$ cat config.mk
export PLATFORM = sky130hd
export DESIGN_NAME = sac_conv_ctrl
export DESIGN_NICKNAME = d
export VERILOG_FILES = /design/src/rtl/sac_pkg.sv /design/src/rtl/sac_conv_ctrl.sv
export VERILOG_INCLUDE_DIRS = /design/src /design/src/rtl
export SDC_FILE = /design/constraint.sdc
export NUM_CORES = 1
export LEC_CHECK = 0
export BUFFER_PORTS_ARGS = -buffer_cell sky130_fd_sc_hd__buf_4
export CORE_MARGIN = 1.5
export CORE_UTILIZATION = 61
export CTS_BUF_LIST = sky130_fd_sc_hd__clkbuf_8
export CTS_CLUSTER_SIZE = 40
export DETAILED_ROUTE_END_ITERATION = 12
export HOLD_SLACK_MARGIN = 0.08
export PLACE_DENSITY = 0.94
export SLEW_MARGIN = 20
export SYNTH_ARGS = -nofsm -noshare
export SYNTH_HDL_FRONTEND = slang
export SYNTH_SLANG_ARGS = --single-unit
$ cat constraint.sdc
create_clock -name i_clk_sys -period 6.68 [get_ports i_clk_sys]
set_input_delay 0.334 -clock i_clk_sys [delete_from_list [all_inputs] [get_ports i_clk_sys]]
set_output_delay 0.334 -clock i_clk_sys [all_outputs]
set_load 0.01 [all_outputs]
$ cat src/rtl/sac_params.svh
// timing and layout constants of the converter control block
`ifndef SAC_PARAMS_SVH
`define SAC_PARAMS_SVH

`define SAC_RES_BITS 12
`define SAC_CHAN_BITS 3
`define SAC_MSB_IDX 4'hb
`define SAC_LSB_IDX 4'h0
`define SAC_SLOW_IDX 4'h5
// bit decision lengths in conversion-clock half periods
`define SAC_HALF_NORM 3'h2
`define SAC_HALF_SLOW 3'h4
`define SAC_HALF_LAST 3'h3
`define SAC_MSB_TRIAL 12'h0800
`define SAC_RESULT_RST 12'h0000
`define SAC_CHAN_RST 3'h0

`endif

$ cat src/rtl/sac_pkg.sv
// types shared by the converter control block
package sac_pkg;

    typedef enum logic [2:0] {
        SAC_IDLE  = 3'b001,
        SAC_ARMED = 3'b010,
        SAC_CONV  = 3'b100
    } sac_state_e;

    typedef enum logic [2:0] {
        SAC_ACTIVE = 3'b001,
        SAC_NAP    = 3'b010,
        SAC_SLEEP  = 3'b100
    } sac_pwr_e;

    typedef struct packed {
        logic cs_n;
        logic wr_n;
        logic rd_n;
        logic chan_addr_bit2;
        logic chan_addr_bit1;
        logic chan_addr_bit0;
    } sac_host_s;

endpackage

$ cat src/rtl/sac_conv_ctrl.sv
// conversion control of an eight channel 12-bit successive approximation converter
`timescale 1ns/10ps
`default_nettype none
`include "sac_params.svh"

// Contract
// - write strobe with select low starts conversion
// - busy low for whole conversion
// - result driven only with read and select low
// - read strobe plus low address sets power-down
// - select and write low start, tri-state result
// - three address bits pick one of eight
// - sample at start, inputs disconnected during conversion
// - enter on conv clock rise, 13.5 cycles
// - read rise: 00 active, 01 nap, 1x sleep
// - channel latched on write rise, select low
// - new conversion ends nap or sleep
module sac_conv_ctrl
    import sac_pkg::*;
(
    input wire logic i_clk_sys,
    input wire logic i_rstn,
    input wire logic i_ce,
    input wire sac_host_s i_host,
    input wire logic i_conv_clk,
    input wire logic i_cmp_keep,
    output logic o_busy_n,
    output logic [`SAC_RES_BITS-1:0] o_result,
    output logic o_result_oe,
    output logic [`SAC_CHAN_BITS-1:0] o_chan_sel,
    output logic [`SAC_RES_BITS-1:0] o_dac_code,
    output logic o_ain_connect,
    output logic o_nap,
    output logic o_sleep
);

    // ==========================================================
    // strobe decode
    sac_state_e state_q;
    sac_state_e state_d;
    sac_pwr_e pwr_q;
    sac_pwr_e pwr_d;
    logic wr_n_q;
    logic rd_n_q;
    logic cs_n_q;
    logic clk_q;
    logic [3:0] bit_idx_q;
    logic [3:0] bit_idx_d;
    logic [2:0] half_q;
    logic [2:0] half_d;
    logic [`SAC_RES_BITS-1:0] sar_q;
    logic [`SAC_RES_BITS-1:0] sar_d;
    logic [`SAC_RES_BITS-1:0] result_q;
    logic [`SAC_CHAN_BITS-1:0] chan_q;
    logic busy_n_q;
    logic oe_q;
    logic ain_q;

    wire logic [`SAC_CHAN_BITS-1:0] addr_in = {i_host.chan_addr_bit2, i_host.chan_addr_bit1,
        i_host.chan_addr_bit0};
    wire logic wr_fall = wr_n_q && !i_host.wr_n;
    wire logic wr_rise = !wr_n_q && i_host.wr_n;
    wire logic rd_rise = !rd_n_q && i_host.rd_n;
    wire logic start = wr_fall && !i_host.cs_n && (state_q == SAC_IDLE);
    wire logic wr_cs_low = !i_host.wr_n && !i_host.cs_n;
    wire logic conv_rise = i_conv_clk && !clk_q;
    wire logic conv_edge = i_conv_clk != clk_q;
    wire logic chan_load = wr_rise && !i_host.cs_n;
    wire logic pwr_eval = rd_rise && !cs_n_q;
    wire logic read_en = !i_host.rd_n && !i_host.cs_n && !wr_cs_low;

    // ==========================================================
    // bit decision length
    logic [2:0] slot_len;
    assign slot_len = (bit_idx_q == `SAC_SLOW_IDX) ? `SAC_HALF_SLOW :
                      (bit_idx_q == `SAC_LSB_IDX) ? `SAC_HALF_LAST : `SAC_HALF_NORM;
    wire logic [2:0] half_inc = half_q + 3'h1;
    wire logic slot_end = conv_edge && (half_inc == slot_len);
    wire logic last_bit = bit_idx_q == `SAC_LSB_IDX;
    wire logic conv_done = (state_q == SAC_CONV) && slot_end && last_bit;

    // ==========================================================
    // sequencer
    always_comb
    begin
        state_d = state_q;
        bit_idx_d = bit_idx_q;
        half_d = half_q;
        sar_d = sar_q;
        unique case (state_q)
            SAC_IDLE:
            begin
                if (start)
                begin
                    state_d = SAC_ARMED;
                end
            end
            SAC_ARMED:
            begin
                if (conv_rise)
                begin
                    state_d = SAC_CONV;
                    bit_idx_d = `SAC_MSB_IDX;
                    half_d = 3'h0;
                    sar_d = `SAC_MSB_TRIAL;
                end
            end
            SAC_CONV:
            begin
                if (conv_edge)
                begin
                    half_d = half_inc;
                end
                if (slot_end)
                begin
                    half_d = 3'h0;
                    if (!i_cmp_keep)
                    begin
                        sar_d[bit_idx_q] = 1'b0;
                    end
                    if (last_bit)
                    begin
                        state_d = SAC_IDLE;
                    end
                    else
                    begin
                        bit_idx_d = bit_idx_q - 4'h1;
                        sar_d[bit_idx_q - 4'h1] = 1'b1;
                    end
                end
            end
            default:
            begin
                state_d = SAC_IDLE;
            end
        endcase
    end

    // ==========================================================
    // power mode
    always_comb
    begin
        pwr_d = pwr_q;
        if (start)
        begin
            pwr_d = SAC_ACTIVE;
        end
        else if (pwr_eval)
        begin
            if (i_host.chan_addr_bit1)
            begin
                pwr_d = SAC_SLEEP;
            end
            else if (i_host.chan_addr_bit0)
            begin
                pwr_d = SAC_NAP;
            end
            else
            begin
                pwr_d = SAC_ACTIVE;
            end
        end
    end

    // ==========================================================
    // registers
    always_ff @(posedge i_clk_sys or negedge i_rstn)
    begin
        if (!i_rstn)
        begin
            state_q <= SAC_IDLE;
            pwr_q <= SAC_ACTIVE;
            wr_n_q <= 1'b1;
            rd_n_q <= 1'b1;
            cs_n_q <= 1'b1;
            clk_q <= 1'b0;
            bit_idx_q <= `SAC_MSB_IDX;
            half_q <= 3'h0;
            sar_q <= `SAC_RESULT_RST;
        end
        else if (i_ce)
        begin
            state_q <= state_d;
            pwr_q <= pwr_d;
            wr_n_q <= i_host.wr_n;
            rd_n_q <= i_host.rd_n;
            cs_n_q <= i_host.cs_n;
            clk_q <= i_conv_clk;
            bit_idx_q <= bit_idx_d;
            half_q <= half_d;
            sar_q <= sar_d;
        end
    end

    always_ff @(posedge i_clk_sys or negedge i_rstn)
    begin
        if (!i_rstn)
        begin
            busy_n_q <= 1'b1;
            result_q <= `SAC_RESULT_RST;
            chan_q <= `SAC_CHAN_RST;
            oe_q <= 1'b0;
            ain_q <= 1'b1;
        end
        else if (i_ce)
        begin
            if (start)
            begin
                busy_n_q <= 1'b0;
            end
            else if (conv_done)
            begin
                busy_n_q <= 1'b1;
            end
            if (conv_done)
            begin
                result_q <= sar_d;
            end
            if (chan_load)
            begin
                chan_q <= addr_in;
            end
            oe_q <= read_en;
            ain_q <= (state_d != SAC_CONV);
        end
    end

    assign o_busy_n = busy_n_q;
    assign o_result = result_q;
    assign o_result_oe = oe_q;
    assign o_chan_sel = chan_q;
    assign o_dac_code = sar_q;
    assign o_ain_connect = ain_q;
    assign o_nap = pwr_q[1];
    assign o_sleep = pwr_q[2];

endmodule

`default_nettype wire

Word-level counts from Yosys, hierarchy flattened
Index checks and enable logic that the tools add are counted.
{"block": "totals", "ff_bits": 47, "input_bits": 11, "out_inout_bits": 32, "elab_cells": 100}
{"block": "classes", "add_sub_neg": 2, "n_lt_le_gt_ge": 4, "n_eq_ne": 11, "n_mux": 32, "bitwise": 3, "n_reduce_logical": 34}
{"op": "12-bit two-way mux", "n": 6}
{"op": "3-bit two-way mux", "n": 11}
{"op": "12-bit one-hot mux with 2 select lines", "n": 1}
{"op": "1-bit logical AND", "n": 16}
{"op": "12-bit bitwise AND", "n": 1}
{"op": "4-bit two-way mux", "n": 3}
{"op": "12-bit NOT", "n": 1}
{"op": "12-bit OR", "n": 1}
{"op": "4-bit by 5-bit < comparator with 1-bit output, second input constant", "n": 2}
{"op": "3-bit one-hot mux with 3 select lines", "n": 1}
{"op": "1-bit demux with 4-bit select", "n": 2}
{"op": "4-bit by 1-bit greater-or-equal comparator with 1-bit output, second input constant", "n": 2}
{"op": "1-bit zero test", "n": 8}
{"op": "4-bit one-hot mux with 2 select lines", "n": 1}
{"op": "2-bit AND reduction", "n": 4}
{"op": "2-bit != test, second input constant", "n": 3}
{"op": "3-bit != test, second input constant", "n": 2}
{"op": "3-bit one-hot mux with 2 select lines", "n": 1}
{"op": "2-bit nonzero test", "n": 3}
{"op": "1-bit two-way mux", "n": 5}
{"op": "5-bit AND reduction", "n": 1}
{"op": "4-bit by 3-bit equality test with 1-bit output, second input constant", "n": 1}
{"op": "4-bit zero test", "n": 1}
{"op": "4-bit AND reduction", "n": 1}
{"op": "8 further kinds", "n": 8}

Longest topological paths before layout
Gate-level depths: netlist of the first run.
{"block": "depth", "word_depth": 13, "mapped_depth": 9, "ltp_nobuf": 7}

Worst setup path before layout of the first run
OpenSTA, ideal clock, no wires.
{"block": "synth_timing", "path_kind": "flip-flop to flip-flop", "startpoint": "register bit_idx_q[0]", "endpoint": "register sar_q[4], in the netlist o_dac_code[4]", "setup_time_ps": 122, "arrival_ps": 2392, "required_time_ps": 6558, "slack_ps": 4166, "stages_incl_launch_ff": 9, "n_path_buf": 2, "synth_period_minus_slack_ps": 2514, "path_cell_list": "dfstp_2 > ha_1 > nand3b_1 > or3_1 > buf_2 > and2_4 > buf_6 > or4_1 > a32o_1"}
{"block": "synth_between", "elab_chain_len": 13, "elab_cells_between_ends": 26, "cone_classes": "1 x add/sub; 4 x order compare; 2 x eq/ne; 12 x mux; 3 x bitwise; 4 x reduce/logical"}
{"item": "from (decl)", "line": "sac_conv_ctrl.sv:47", "source": "logic [3:0] bit_idx_q;"}
{"item": "from (signal assigned)", "line": "sac_conv_ctrl.sv:177", "source": "bit_idx_q <= `SAC_MSB_IDX;"}
{"item": "from (signal assigned)", "line": "sac_conv_ctrl.sv:189", "source": "bit_idx_q <= bit_idx_d;"}
{"item": "4-bit by 5-bit < comparator with 1-bit output (implied by the code) / 4-bit by 1-bit greater-or-equal comparator with 1-bit output (equally long branches)", "line": "sac_conv_ctrl.sv:119", "source": "sar_d[bit_idx_q] = 1'b0;"}
{"item": "1-bit logical AND (implied by the code)", "line": "sac_conv_ctrl.sv:119"}
{"item": "1-bit two-way mux (implied by the code)", "line": "sac_conv_ctrl.sv:119"}
{"item": "1-bit demux with 4-bit select", "line": "sac_conv_ctrl.sv:119"}
{"item": "12-bit NOT (no source line)"}
{"item": "12-bit bitwise AND (no source line)"}
{"item": "12-bit two-way mux", "line": "sac_conv_ctrl.sv:117", "source": "if (!i_cmp_keep)"}
{"item": "12-bit two-way mux", "line": "sac_conv_ctrl.sv:114", "source": "if (slot_end)"}
{"item": "12-bit two-way mux", "line": "sac_conv_ctrl.sv:90", "source": "unique case (state_q)"}
{"item": "12-bit OR (no source line)"}
{"item": "12-bit two-way mux", "line": "sac_conv_ctrl.sv:121", "source": "if (last_bit)"}
{"item": "12-bit two-way mux *", "line": "sac_conv_ctrl.sv:114"}
{"item": "12-bit one-hot mux with 2 select lines *", "line": "sac_conv_ctrl.sv:90"}
{"item": "to (signal assigned)", "line": "sac_conv_ctrl.sv:179", "source": "sar_q <= `SAC_RESULT_RST;"}
{"item": "to (signal assigned)", "line": "sac_conv_ctrl.sv:191", "source": "sar_q <= sar_d;"}
{"item": "to (decl)", "line": "sac_conv_ctrl.sv:51", "source": "logic [`SAC_RES_BITS-1:0] sar_q;"}
Every way passes the cells marked *; elsewhere a longest branch is shown, timed or not. The select of a mux whose other input is x is not followed.
A chain may end at the register's enable or synchronous reset.

Worst setup path in the final report of the first run
{"block": "layout_timing", "startpoint": "register half_q[0]", "endpoint": "register result_q[3], in the netlist o_result[3]"}
{"block": "layout_between", "elab_chain_len": 6, "elab_cells_between_ends": 8, "cone_classes": "1 x add/sub; 1 x eq/ne; 2 x mux; 4 x reduce/logical"}
{"item": "from (decl)", "line": "sac_conv_ctrl.sv:49", "source": "logic [2:0] half_q;"}
{"item": "from (signal assigned)", "line": "sac_conv_ctrl.sv:190", "source": "half_q <= half_d;"}
{"item": "3-bit by 1-bit adder with 3-bit output *", "line": "sac_conv_ctrl.sv:77", "source": "wire logic [2:0] half_inc = half_q + 3'h1;"}
{"item": "3-bit equality test *", "line": "sac_conv_ctrl.sv:78", "source": "wire logic slot_end = conv_edge && (half_inc == slot_len);"}
{"item": "1-bit logical AND *", "line": "sac_conv_ctrl.sv:78"}
{"item": "branches (longest 3 deep; another with 12-bit two-way mux)"}
{"item": "to (signal assigned)", "line": "sac_conv_ctrl.sv:200", "source": "result_q <= `SAC_RESULT_RST;"}
{"item": "to (signal assigned)", "line": "sac_conv_ctrl.sv:217", "source": "result_q <= sar_d;"}
{"item": "to (decl)", "line": "sac_conv_ctrl.sv:53", "source": "logic [`SAC_RES_BITS-1:0] result_q;"}
Every way passes the cells marked *.

==> results.py, run 1 <==
metrics = {
    "outcome": {
        "outcome": "completed",
    },
    "placed_design": {
        "io_buffers": 42,
        "gp_congestion": 0.933,
        "dp.cells": 334,
        "dp_hpwl_um": 4190,
    },
    "sta": {
        "period_share_pct": 41.9,
        "skew_ns": 0.00983,
        "final_max_slew_viol_count": 0,
        "rsz0062_at_grt": "no",
        "setup_viol_count_final": 0,
        "fin_tns_setup_ns": 0,
        "maxClockFrequency_mhz": 357,
        "maxSlewHeadroom_pct": 50.8,
        "worst_pin_slew_ns": 0.733,
        "finalWorstPathRequiredPeriod_ns": 2.80,
        "hold_violations": 0,
    },
    "yosys": {
        "synthSimpleGateAreaFrac_pct": 19.7,
        "synth_cell_types": 53,
        "synth_compound_area_share_pct": 19.9,
        "synthXorXnorAreaFrac_pct": 1.05,
        "synth-seq-area-share_pct": 46.5,
        "syn_area_per_cell_sq_um": 9.80,
        "async_flop_share_pct": 100,
        "synth_edf_count": 0,
        "synth_top_family_by_area": "compound AO/OA/AOI/OAI gates",
        "muxShareOfSynthArea_pct": 4.80,
        "synth_top_area_share_pct": 37.0,
        "syn-num-nets": 274,
        "ys_seq_elements": 46,
        "yosys_warnings": 0,
        "synth_flop_cell": "dfrtp_1",
        "netlist_area_sq_um": 2500,
        "ys_top_cells_by_area": "dfrtp_1 (37%), dfstp_2 (9.5%), o21ai_0 (5.8%)",
        "synth_cells": 255,
        "synthAdderAreaFrac_pct": 4.00,
        "yosysTopAreaCell": "dfrtp_1",
    },
    "clock_tree": {
        "htree_levels": 2,
        "insertion_delay_ns": 0.30,
        "clkTransAtPathRegs_ns": 0.08,
        "numCtsBuffers": 5,
        "cts_max_path_buffers": 2,
        "cts-resized-gates": 0,
        "cts.sinks": 46,
        "cts_tree": "yes",
        "root_buffer": "clkbuf_8",
    },
    "critical_path": {
        "start_kind": "flop",
        "reg2reg_to": "o_result[3]$_DFFE_PN0P_",
        "arrival_ns": 2.99,
        "crit_fanout": 10,
        "path_cells": "ha_1 > xnor2_1 > nand3_1 > and2_4 > nor4_2 > mux2_2",
        "path_class": "reg -> reg",
        "critPathCaptureType": "flop",
        "reg2reg_depth": 6,
        "crit_required_ns": 6.87,
        "regToRegSetupSlack_ns": 3.88,
        "crit_slowest_cell": "dfrtp_1",
        "cp_slowest_stage_delay_ns": 0.50,
        "cp-startpoint": "half_q[0]$_DFFE_PN0P_",
        "reg2reg_from": "half_q[0]$_DFFE_PN0P_",
        "critPathBufInv": 0,
        "path_delay_family": "simple AND/OR/NAND/NOR gates",
    },
    "cells_and_area": {
        "stdcell_count": 343,
        "drive_gt1_share_pct": 24.2,
        "nets": 311,
        "num_antenna_cells": 0,
        "area_growth_pct": 16.2,
    },
    "floorplan": {
        "start_util_pct": 62.9,
        "rows": 23,
        "die_w_um": 67.0,
        "die_area_sq_um": 4490,
        "boundaryPins": 43,
        "core_region_area_sq_um": 3970,
        "die_h_um": 67.0,
    },
    "route": {
        "vias": 2196,
        "avgRoutedWirePerCell_um": 17.6,
        "ant_nets": 0,
        "drt-total-wl_um": 6030,
        "vias_per_cell": 6.40,
        "drcViolationCount": 0,
        "dr.pass1.iters": 5,
        "drt_iter0_drc": 240,
    },
    "power": {
        "switching_share_pct": 29.3,
        "combPwrFrac_pct": 18.2,
        "cellLeakagePower_uw": 0.00124,
        "ir_drop_v": 0.000112,
        "power_density_nw_per_um2": 204,
        "power_frac_clock_pct": 27.4,
        "p_sw_uw": 174,
        "power.internal_uw": 420,
        "pwr-share-seq_pct": 54.4,
    },
    "hold_path": {
        "worstHoldEndpoint": "clk_q$_DFFE_PN0P_",
        "min_path_type": "in -> reg",
        "hold_start": "i_conv_clk",
        "hold_path_depth": 3,
    },
    "grt": {
        "grt_pass1_vias": 1992,
        "grtUsageTotal_pct": 28.4,
        "overflow": 0,
        "grt_first_pass_wirelength_um": 9550,
        "grt_max_degree": 47,
        "antenna_found_initial": 0,
    },
    "run": {
        "maxCapViolCount": 0,
    },
}
==> power groups by stage <==
stage	Clock (uW)	Combinational (uW)	Sequential, uW
floorplan	0	85.1	317
global placement	0	102	326
detailed placement	0	104	328
CTS	162	107	322
global route	174	119	327
finish	162	108	323
==> worst max-delay path by stage <==
| stage | end | slack (ns) | cells after the start |
|---|---|---|---|
| 2_1_floorplan | o_dac_code[4]$_DFFE_PN0P_ | 4.17 | 8 |
| 3_3_place_gp | o_result[3]$_DFFE_PN0P_ | 4.07 | 6 |
| 3_5_place_dp | o_dac_code[2]$_DFFE_PN0P_ | 3.98 | 7 |
| 4_1_cts | o_dac_code[2]$_DFFE_PN0P_ | 3.96 | 7 |
| 5_1_grt | o_result[3]$_DFFE_PN0P_ | 3.78 | 6 |
| 6_report | o_result[3]$_DFFE_PN0P_ | 3.88 | 6 |
==> worst min-delay path: stages <==
cell     delay, ns
buf_4         0.08
nand2_1       0.04
o21ai_0       0.06
==> sequential cells by signal (all words and copies together), names as in the netlist <==
signal	cells
o_dac_code	12
o_result	12
bit_idx_q	4
half_q	3
o_chan_sel	3
state_q	3
pwr_q	2
clk_q	1
cs_n_q	1
o_ain_connect	1
o_busy_n	1
o_result_oe	1
rd_n_q	1
wr_n_q	1
==> cells in the final DEF, fill, tap and decap left out, drive strengths merged, types with 2 or more instances in the layout <==
cell / n
a211oi: 3
a21oi: 8
a22o: 5
a32o: 7
and2: 3
buf: 42
clkbuf: 5
clkinv: 2
dfrtp: 37
dfstp: 9
ha: 8
inv: 10
mux2: 8
mux2i: 3
nand2: 28
nand2b: 5
nand3: 6
nand4: 4
nor2: 12
nor2b: 7
nor3: 3
nor3b: 4
nor4: 4
o211ai: 4
o21a: 3
o21ai: 30
o22a: 2
o31ai: 3
or3: 6
xnor2: 2
==> layout make-up <==
cell class / instances / area, sq um
Clock buffer: 5 / 68.8
Clock inverter: 3 / 13.8
Fill cell: 283 / 1070
Inverter: 9 / 33.8
Multi-Input combinational cell: 187 / 1240
Sequential cell: 46 / 1160
Tap cell: 50 / 62.6
Timing Repair Buffer: 43 / 325
==> routing by layer <==
metal	part of all wire [%]	vias up	GRT usage (%)
met5	0	-	0
li1	-	1012	-
met1	42	1030	39.8
met4	2.3	0	10.2
met3	9.7	23	6.25
met2	46	131	43.1
==> per-stage QoR <==
stage | area (sq um) | util, % | setup WS, ns | power (uW) | hold WS, ns
2_1_floorplan | 2500 | - | 4.17 | 403 | 0.0384
3_3_place_gp | 2810 | 70.8 | 4.07 | 428 | 0.366
3_5_place_dp | 2810 | 70.8 | 3.98 | 432 | 0.365
4_1_cts | 2900 | 73.1 | 3.96 | 591 | 0.275
5_1_grt | 2900 | 73.1 | 3.78 | 619 | 0.274
6_report | 2900 | 73.1 | 3.88 | 594 | 0.264
==> logic make-up after synthesis <==
family                     count (synthesis)
xor gates and xnor gates                   3
AOI/OAI and AO/OA                         74
muxes                                     11
DFF                                       46
and+or+nand+nor                           91
buffers and inverters                     22
adders and majority gates                  8
==> timing repair <==
item / 4_1_cts / 5_1_grt
hold buffers: 1 / 0
endpoints found under the hold margin: 37 / 0
setup buffers: 0 / 0
==> synthesized netlist by cell type (3+ instances only) <==
cell	n
a21oi_1	8
a22o_1	5
a32o_1	7
clkbuf_1	9
dfrtp_1	37
dfstp_2	9
ha_1	8
inv_1	9
mux2_2	8
mux2i_1	3
nand2_1	28
nand2b_1	5
nand3_1	6
nand4_1	4
nor2_1	12
nor2b_1	7
nor3_1	3
nor3b_1	4
nor4_1	3
o211ai_1	4
o21a_1	3
o21ai_0	29
o31ai_1	3
or3_1	6
No activity file was read; power rests on OpenSTA's default activity.
==> run 2, diff against run 1 <==
--- a/config.mk
+++ b/config.mk
@@ -6,14 +6,15 @@
 export SDC_FILE = /design/constraint.sdc
 export NUM_CORES = 1
 export LEC_CHECK = 0
+export ABC_AREA = 1
 export BUFFER_PORTS_ARGS = -buffer_cell sky130_fd_sc_hd__buf_4
 export CORE_MARGIN = 1.5
-export CORE_UTILIZATION = 61
+export CORE_UTILIZATION = 52
 export CTS_BUF_LIST = sky130_fd_sc_hd__clkbuf_8
 export CTS_CLUSTER_SIZE = 40
 export DETAILED_ROUTE_END_ITERATION = 12
 export HOLD_SLACK_MARGIN = 0.08
-export PLACE_DENSITY = 0.94
+export PLACE_DENSITY = 0.86
 export SLEW_MARGIN = 20
 export SYNTH_ARGS = -nofsm -noshare
 export SYNTH_HDL_FRONTEND = slang
==> constraint.sdc (replaced) <==
create_clock -name i_clk_sys -period 2.3 [get_ports i_clk_sys]
set_input_delay 0.115 -clock i_clk_sys [delete_from_list [all_inputs] [get_ports i_clk_sys]]
set_output_delay 0.115 -clock i_clk_sys [all_outputs]
set_load 0.01 [all_outputs]
==> results.py, run 2 <==
metrics = {
    "outcome": {
        "outcome": "completed",
    },
    "sta": {
        "setup_viol_count_final": 0,
        "maxClockFrequency_mhz": 472,
        "fin_tns_setup_ns": 0,
        "period_share_pct": 92.0,
        "finalWorstPathRequiredPeriod_ns": 2.12,
        "final_max_slew_viol_count": 0,
        "hold_violations": 0,
        "holdWs_ns": 0.351,
        "maxSlewHeadroom_pct": 61.8,
        "worst_pin_slew_ns": 0.573,
        "rsz0062_at_grt": "no",
        "skew_ns": 0.00662,
    },
    "yosys": {
        "muxShareOfSynthArea_pct": 0.888,
        "ys_seq_elements": 46,
        "syn_area_per_cell_sq_um": 7.69,
        "synth-seq-area-share_pct": 45.8,
        "synth_top_family_by_area": "simple AND/OR/NAND/NOR gates",
        "synth_cells": 330,
        "synth_compound_area_share_pct": 11.3,
        "synth_flop_cell": "dfrtp_1",
        "synthSimpleGateAreaFrac_pct": 30.0,
        "synth_cell_types": 28,
        "synth.most_common_cell": "nand2_1",
        "synth_top_area_share_pct": 36.5,
        "synthAdderAreaFrac_pct": 3.95,
        "yosysTopAreaCell": "dfrtp_1",
        "synthXorXnorAreaFrac_pct": 0,
        "ys_top_cells_by_area": "dfrtp_1 (37%), nand2_1 (13%), dfstp_2 (9.3%)",
        "async_flop_share_pct": 100,
        "yosys_warnings": 0,
        "syn-num-nets": 349,
        "synth_edf_count": 0,
        "synth_common_cells": "nand2_1 (91), nor2_1 (42), dfrtp_1 (37)",
        "netlist_area_sq_um": 2540,
    },
    "route": {
        "wl_met1_um": 2550,
        "route.met2.wl_um": 2830,
        "dr.pass1.iters": 5,
        "vias_per_cell": 5.23,
        "vias": 2376,
        "drt-total-wl_um": 5910,
        "avgRoutedWirePerCell_um": 13.0,
        "route.met3.wl_um": 317,
        "ant_nets": 0,
        "maxUsedRoutingLayer": "met4",
        "drt_iter0_drc": 177,
        "drcViolationCount": 0,
    },
    "critical_path": {
        "critPathCaptureType": "flop",
        "regToRegSetupSlack_ns": 0.18,
        "crit_slowest_cell": "dfstp_2",
        "reg2reg_from": "bit_idx_q[0]$_DFFE_PN1P_",
        "worstSetupEndpoint": "o_dac_code[4]$_DFFE_PN0P_",
        "reg2reg_to": "o_dac_code[4]$_DFFE_PN0P_",
        "start_kind": "flop",
        "cp-startpoint": "bit_idx_q[0]$_DFFE_PN1P_",
        "cp_slowest_stage_delay_ns": 0.58,
        "reg2reg_depth": 11,
        "arrival_ns": 2.34,
        "path_class": "reg -> reg",
        "crit_fanout": 7,
        "path_cells": "inv_1 > ha_1 > nand2_1 > nand2_1 > inv_1 > nand3_1 > nor2_1 > nand2_1 > nand2_1 > nand2_1 > o21ai_0",
        "crit_top_cell": "nand2_1",
        "crit_required_ns": 2.52,
    },
    "floorplan": {
        "boundaryPins": 43,
        "rows": 25,
        "die_h_um": 72.8,
        "start_util_pct": 53.7,
        "core_region_area_sq_um": 4720,
        "die_area_sq_um": 5300,
        "die_w_um": 72.8,
    },
    "cells_and_area": {
        "area_growth_pct": 23.8,
        "nets": 405,
        "layout_common_cells": "nand2_1 (91), buf_4 (48), nor2_1 (42)",
        "drive_gt1_share_pct": 21.4,
        "num_antenna_cells": 0,
        "fin_util_pct": 66.5,
        "final_common_cell": "nand2_1",
    },
    "grt": {
        "grt_first_pass_wirelength_um": 9890,
        "antenna_found_initial": 0,
        "grtUsageTotal_pct": 23.9,
        "grt_pass1_vias": 2218,
        "grt_max_degree": 47,
        "overflow": 0,
    },
    "clock_tree": {
        "numCtsBuffers": 5,
        "htree_levels": 2,
        "cts_max_path_buffers": 2,
        "clkTransAtPathRegs_ns": 0.09,
        "cts.sinks": 46,
        "cts_tree": "yes",
        "root_buffer": "clkbuf_8",
        "insertion_delay_ns": 0.30,
    },
    "power": {
        "cellLeakagePower_uw": 0.00156,
        "power_density_nw_per_um2": 695,
        "ir_drop_v": 0.000489,
    },
    "placed_design": {
        "io_buffers": 42,
        "gp_congestion": 0.966,
        "dp_hpwl_um": 4180,
    },
    "hold_path": {
        "min_path_type": "in -> async",
    },
    "run": {
        "maxCapViolCount": 0,
    },
}
## run 2: report_power, final
part | internal [uW] | leakage (uW) | switching, uW | total, uW
combinational | 247 | 0.000913 | 401 | 648
clock | 244 | 0.0000530 | 283 | 528
sequential | 921 | 0.000593 | 86.9 | 1010
total | 1410 | 0.00156 | 771 | 2180
## run 2: final cells by class
class                   count  area, sq um
fillers                   408         1580
multi-input cells         236         1180
flip-flops and latches     46         1160
repair buffers             59          480
inverters                  38          143
well taps                  67         83.8
clock buffers               6         82.6
clock inverters             2         12.5
## run 2: worst min path at each step
| stage | to | slack [ns] |
|---|---|---|
| 2_1_floorplan | bit_idx_q[2]$_DFFE_PN0P_ | -0.18 |
| 3_3_place_gp | bit_idx_q[2]$_DFFE_PN0P_ | 0.15 |
| 3_5_place_dp | bit_idx_q[2]$_DFFE_PN0P_ | 0.15 |
| 4_1_cts | half_q[0]$_DFFE_PN0P_ | 0.37 |
| 5_1_grt | half_q[0]$_DFFE_PN0P_ | 0.40 |
| 6_report | half_q[0]$_DFFE_PN0P_ | 0.35 |
## run 2: repair_timing
action	4_1_cts	5_1_grt
hold buffers	10	0
resized for setup	0	1
hold endpoints to repair	46	0
buffers inserted	0	0
setup endpoints to repair	0	1
## run 2: cells by family (layout without fill, tap and decap cells)
| group | after synthesis | after routing |
|---|---|---|
| buffers and inverters | 48 | 105 |
| adders and majority gates | 8 | 8 |
| DFF | 46 | 46 |
| and+or+nand+nor | 176 | 176 |
| AOI/OAI and AO/OA | 50 | 50 |
| muxes | 2 | 2 |
## run 2: stage by stage
step	setup slack (ns)	area, sq um	power (uW)	cells
after detailed placement	0.202	2940	1640	436
after global placement	0.263	2940	1620	436
after global routing	0.0120	3140	2310	454
after CTS	0.185	3140	2180	454
final	0.183	3140	2180	454
after floorplan	0.418	2540	1410	330
## run 2: metal layers
layer,track usage (%),up-vias
li1,-,1176
met1,30.7,1080
met2,38.7,94
met3,4.83,26
met4,11.3,0
met5,0,-
## run 2: worst max-delay path: cells and delay by family (launching register included)
kind                     cells  cell delay, ns
AND/OR/NAND/NOR              7            0.77
flip-flops                   1            0.58
adder cells (fa/ha/maj)      1            0.29
buffers and inverters        2            0.21
AO/OA/AOI/OAI                1            0.18
==> run 3, diff against run 2 <==
--- a/config.mk
+++ b/config.mk
@@ -8,6 +8,7 @@
 export LEC_CHECK = 0
 export ABC_AREA = 1
 export BUFFER_PORTS_ARGS = -buffer_cell sky130_fd_sc_hd__buf_4
+export CORE_ASPECT_RATIO = 0.9
 export CORE_MARGIN = 1.5
 export CORE_UTILIZATION = 52
 export CTS_BUF_LIST = sky130_fd_sc_hd__clkbuf_8
==> results.py, run 3 (synthesis results as in run 2) <==
metrics = {
    "clock_tree": {
        "cts_max_path_buffers": 2,
        "root_buffer": "clkbuf_8",
        "clkTransAtPathRegs_ns": 0.09,
        "cts.sinks": 46,
        "cts_tree": "yes",
        "numCtsBuffers": 5,
        "postCtsSetupRepairBufs": 0,
        "htree_levels": 2,
        "insertion_delay_ns": 0.31,
    },
    "cells_and_area": {
        "final_area_sq_um": 3140,
        "layout_common_cells": "nand2_1 (90), buf_4 (47), nor2_1 (42)",
        "drive_gt1_share_pct": 22.1,
        "nets": 403,
        "num_antenna_cells": 0,
        "final_common_cell": "nand2_1",
        "area_growth_pct": 23.8,
        "stdcell_count": 447,
    },
    "power": {
        "finalPower_uw": 2280,
        "power.internal_uw": 1490,
        "cellLeakagePower_uw": 0.00155,
        "pwr-share-seq_pct": 44.2,
        "combPwrFrac_pct": 28.7,
        "power_frac_clock_pct": 27.1,
        "ir_drop_v": 0.000522,
        "p_sw_uw": 784,
        "power_density_nw_per_um2": 726,
        "switching_share_pct": 34.4,
    },
    "route": {
        "ant_nets": 0,
        "vias_per_cell": 5.28,
        "avgRoutedWirePerCell_um": 13.3,
        "vias": 2359,
        "drcViolationCount": 0,
        "drt_iter0_drc": 242,
        "dr.pass1.iters": 5,
        "drt-total-wl_um": 5950,
    },
    "grt": {
        "grt_pass1_vias": 2224,
        "antenna_found_initial": 0,
        "grtUsageTotal_pct": 24.3,
        "grt_first_pass_wirelength_um": 10300,
        "grt_max_degree": 47,
        "overflow": 0,
    },
    "sta": {
        "period_share_pct": 91.5,
        "fin_tns_setup_ns": 0,
        "hold_violations": 0,
        "finalWorstPathRequiredPeriod_ns": 2.11,
        "setup_viol_count_final": 0,
        "final_max_slew_viol_count": 0,
        "maxClockFrequency_mhz": 475,
        "holdWs_ns": 0.105,
        "worst_pin_slew_ns": 0.562,
        "skew_ns": 0.00689,
        "maxSlewHeadroom_pct": 62.5,
        "rsz0062_at_grt": "no",
    },
    "critical_path": {
        "crit_slowest_cell": "dfstp_2",
        "start_kind": "flop",
        "reg2reg_depth": 11,
        "regToRegSetupSlack_ns": 0.19,
        "crit_required_ns": 2.51,
        "critPathBufInv": 1,
        "arrival_ns": 2.32,
        "reg2reg_to": "o_result[11]$_DFFE_PN0P_",
        "path_cells": "ha_1 > nand3_1 > nor2_1 > nand2_1 > nand2_1 > nand2_2 > buf_4 > o21ai_0 > nand3_1 > nand2_1 > nand2_1",
        "crit_top_cell": "nand2_1",
        "crit_fanout": 8,
        "critPathCaptureType": "flop",
        "path_class": "reg -> reg",
        "cp_slowest_stage_delay_ns": 0.59,
        "cp.depth": 11,
        "reg2reg_from": "bit_idx_q[0]$_DFFE_PN1P_",
        "path_delay_family": "simple AND/OR/NAND/NOR gates",
    },
    "floorplan": {
        "start_util_pct": 55.4,
        "core_region_area_sq_um": 4580,
        "boundaryPins": 43,
        "rows": 23,
        "die_area_sq_um": 5310,
        "die_h_um": 69.3,
        "die_w_um": 76.6,
    },
    "hold_path": {
        "hold_start": "i_host[5]",
        "min_path_type": "in -> reg",
        "worstHoldEndpoint": "cs_n_q$_DFFE_PN1P_",
        "hold_path_depth": 3,
    },
    "placed_design": {
        "io_buffers": 42,
        "dpl_cell_area_sq_um": 2930,
        "dp_hpwl_um": 4210,
        "dp.cells": 430,
        "gp_congestion": 0.993,
    },
    "outcome": {
        "outcome": "completed",
    },
    "run": {
        "maxCapViolCount": 0,
    },
}
## run 3: cell count changes in the layout (fill, tap and decap cells not counted), sizes merged
cell | before | now
clkinv | 1 | 2
inv | 39 | 38
clkbuf | 6 | 5
dlygate4sd3 | 10 | 9
bufinv | 0 | 1
buf | 49 | 48
## run 3: final cells by class
class | count | area, sq um
fill | 377 | 1440
multi-input combinational | 236 | 1180
sequential | 46 | 1160
timing repair buffer | 57 | 463
inverter | 38 | 143
tap | 62 | 77.6
clock buffer | 5 | 68.8
clock inverter | 3 | 43.8
## run 3: worst max-delay path by stage
stage | start | slack, ns | end
3_3_place_gp | bit_idx_q[0]$_DFFE_PN1P_ | 0.20 | o_result[11]$_DFFE_PN0P_
4_1_cts | bit_idx_q[0]$_DFFE_PN1P_ | 0.07 | o_result[11]$_DFFE_PN0P_
6_report | bit_idx_q[0]$_DFFE_PN1P_ | 0.19 | o_result[11]$_DFFE_PN0P_
3_5_place_dp | bit_idx_q[0]$_DFFE_PN1P_ | 0.10 | o_result[11]$_DFFE_PN0P_
5_1_grt | bit_idx_q[1]$_DFFE_PN1P_ | 0.06 | o_result[11]$_DFFE_PN0P_
2_1_floorplan | bit_idx_q[0]$_DFFE_PN1P_ | 0.42 | o_dac_code[11]$_DFFE_PN0P_
## run 3: per-stage QoR
step | setup slack, ns | utilization [%]
floorplan | 0.418 | -
global placement | 0.203 | 64.0
detailed placement | 0.101 | 64.0
CTS | 0.0682 | 68.4
global route | 0.0628 | 68.6
finish | 0.195 | 68.6
## run 3: repair_timing
item,4_1_cts,5_1_grt
endpoints found under the hold margin,45,0
endpoints found under the setup margin,0,13
hold buffers,9,0
resized for setup,0,4
## run 3: worst register-to-register path, cell delays in order, from the launching register on
cell	delay, ns
dfstp_2	0.59
ha_1	0.28
nand3_1	0.16
nor2_1	0.13
nand2_1	0.06
nand2_1	0.09
nand2_2	0.11
buf_4	0.19
o21ai_0	0.16
nand3_1	0.12
nand2_1	0.08
nand2_1	0.05
## run 3: per-layer routing
layer / GRT usage (%) / part of all wire [%] / vias up / wire length [um]
li1: - / - / 1173 / -
met4: 8.44 / 2.1 / 0 / 123
met2: 42.4 / 49 / 84 / 2890
met1: 29.7 / 43 / 1086 / 2570
met3: 5.26 / 6.2 / 16 / 367
met5: 0 / 0 / - / 0
## run 3: power groups by stage
stage               sequential [uW]  combinational, uW  clock [uW]
floorplan                      1020                382           0
global placement               1010                611           0
detailed placement             1020                624           0
CTS                            1010                640         619
global route                   1020                728         654
finish                         1010                655         617
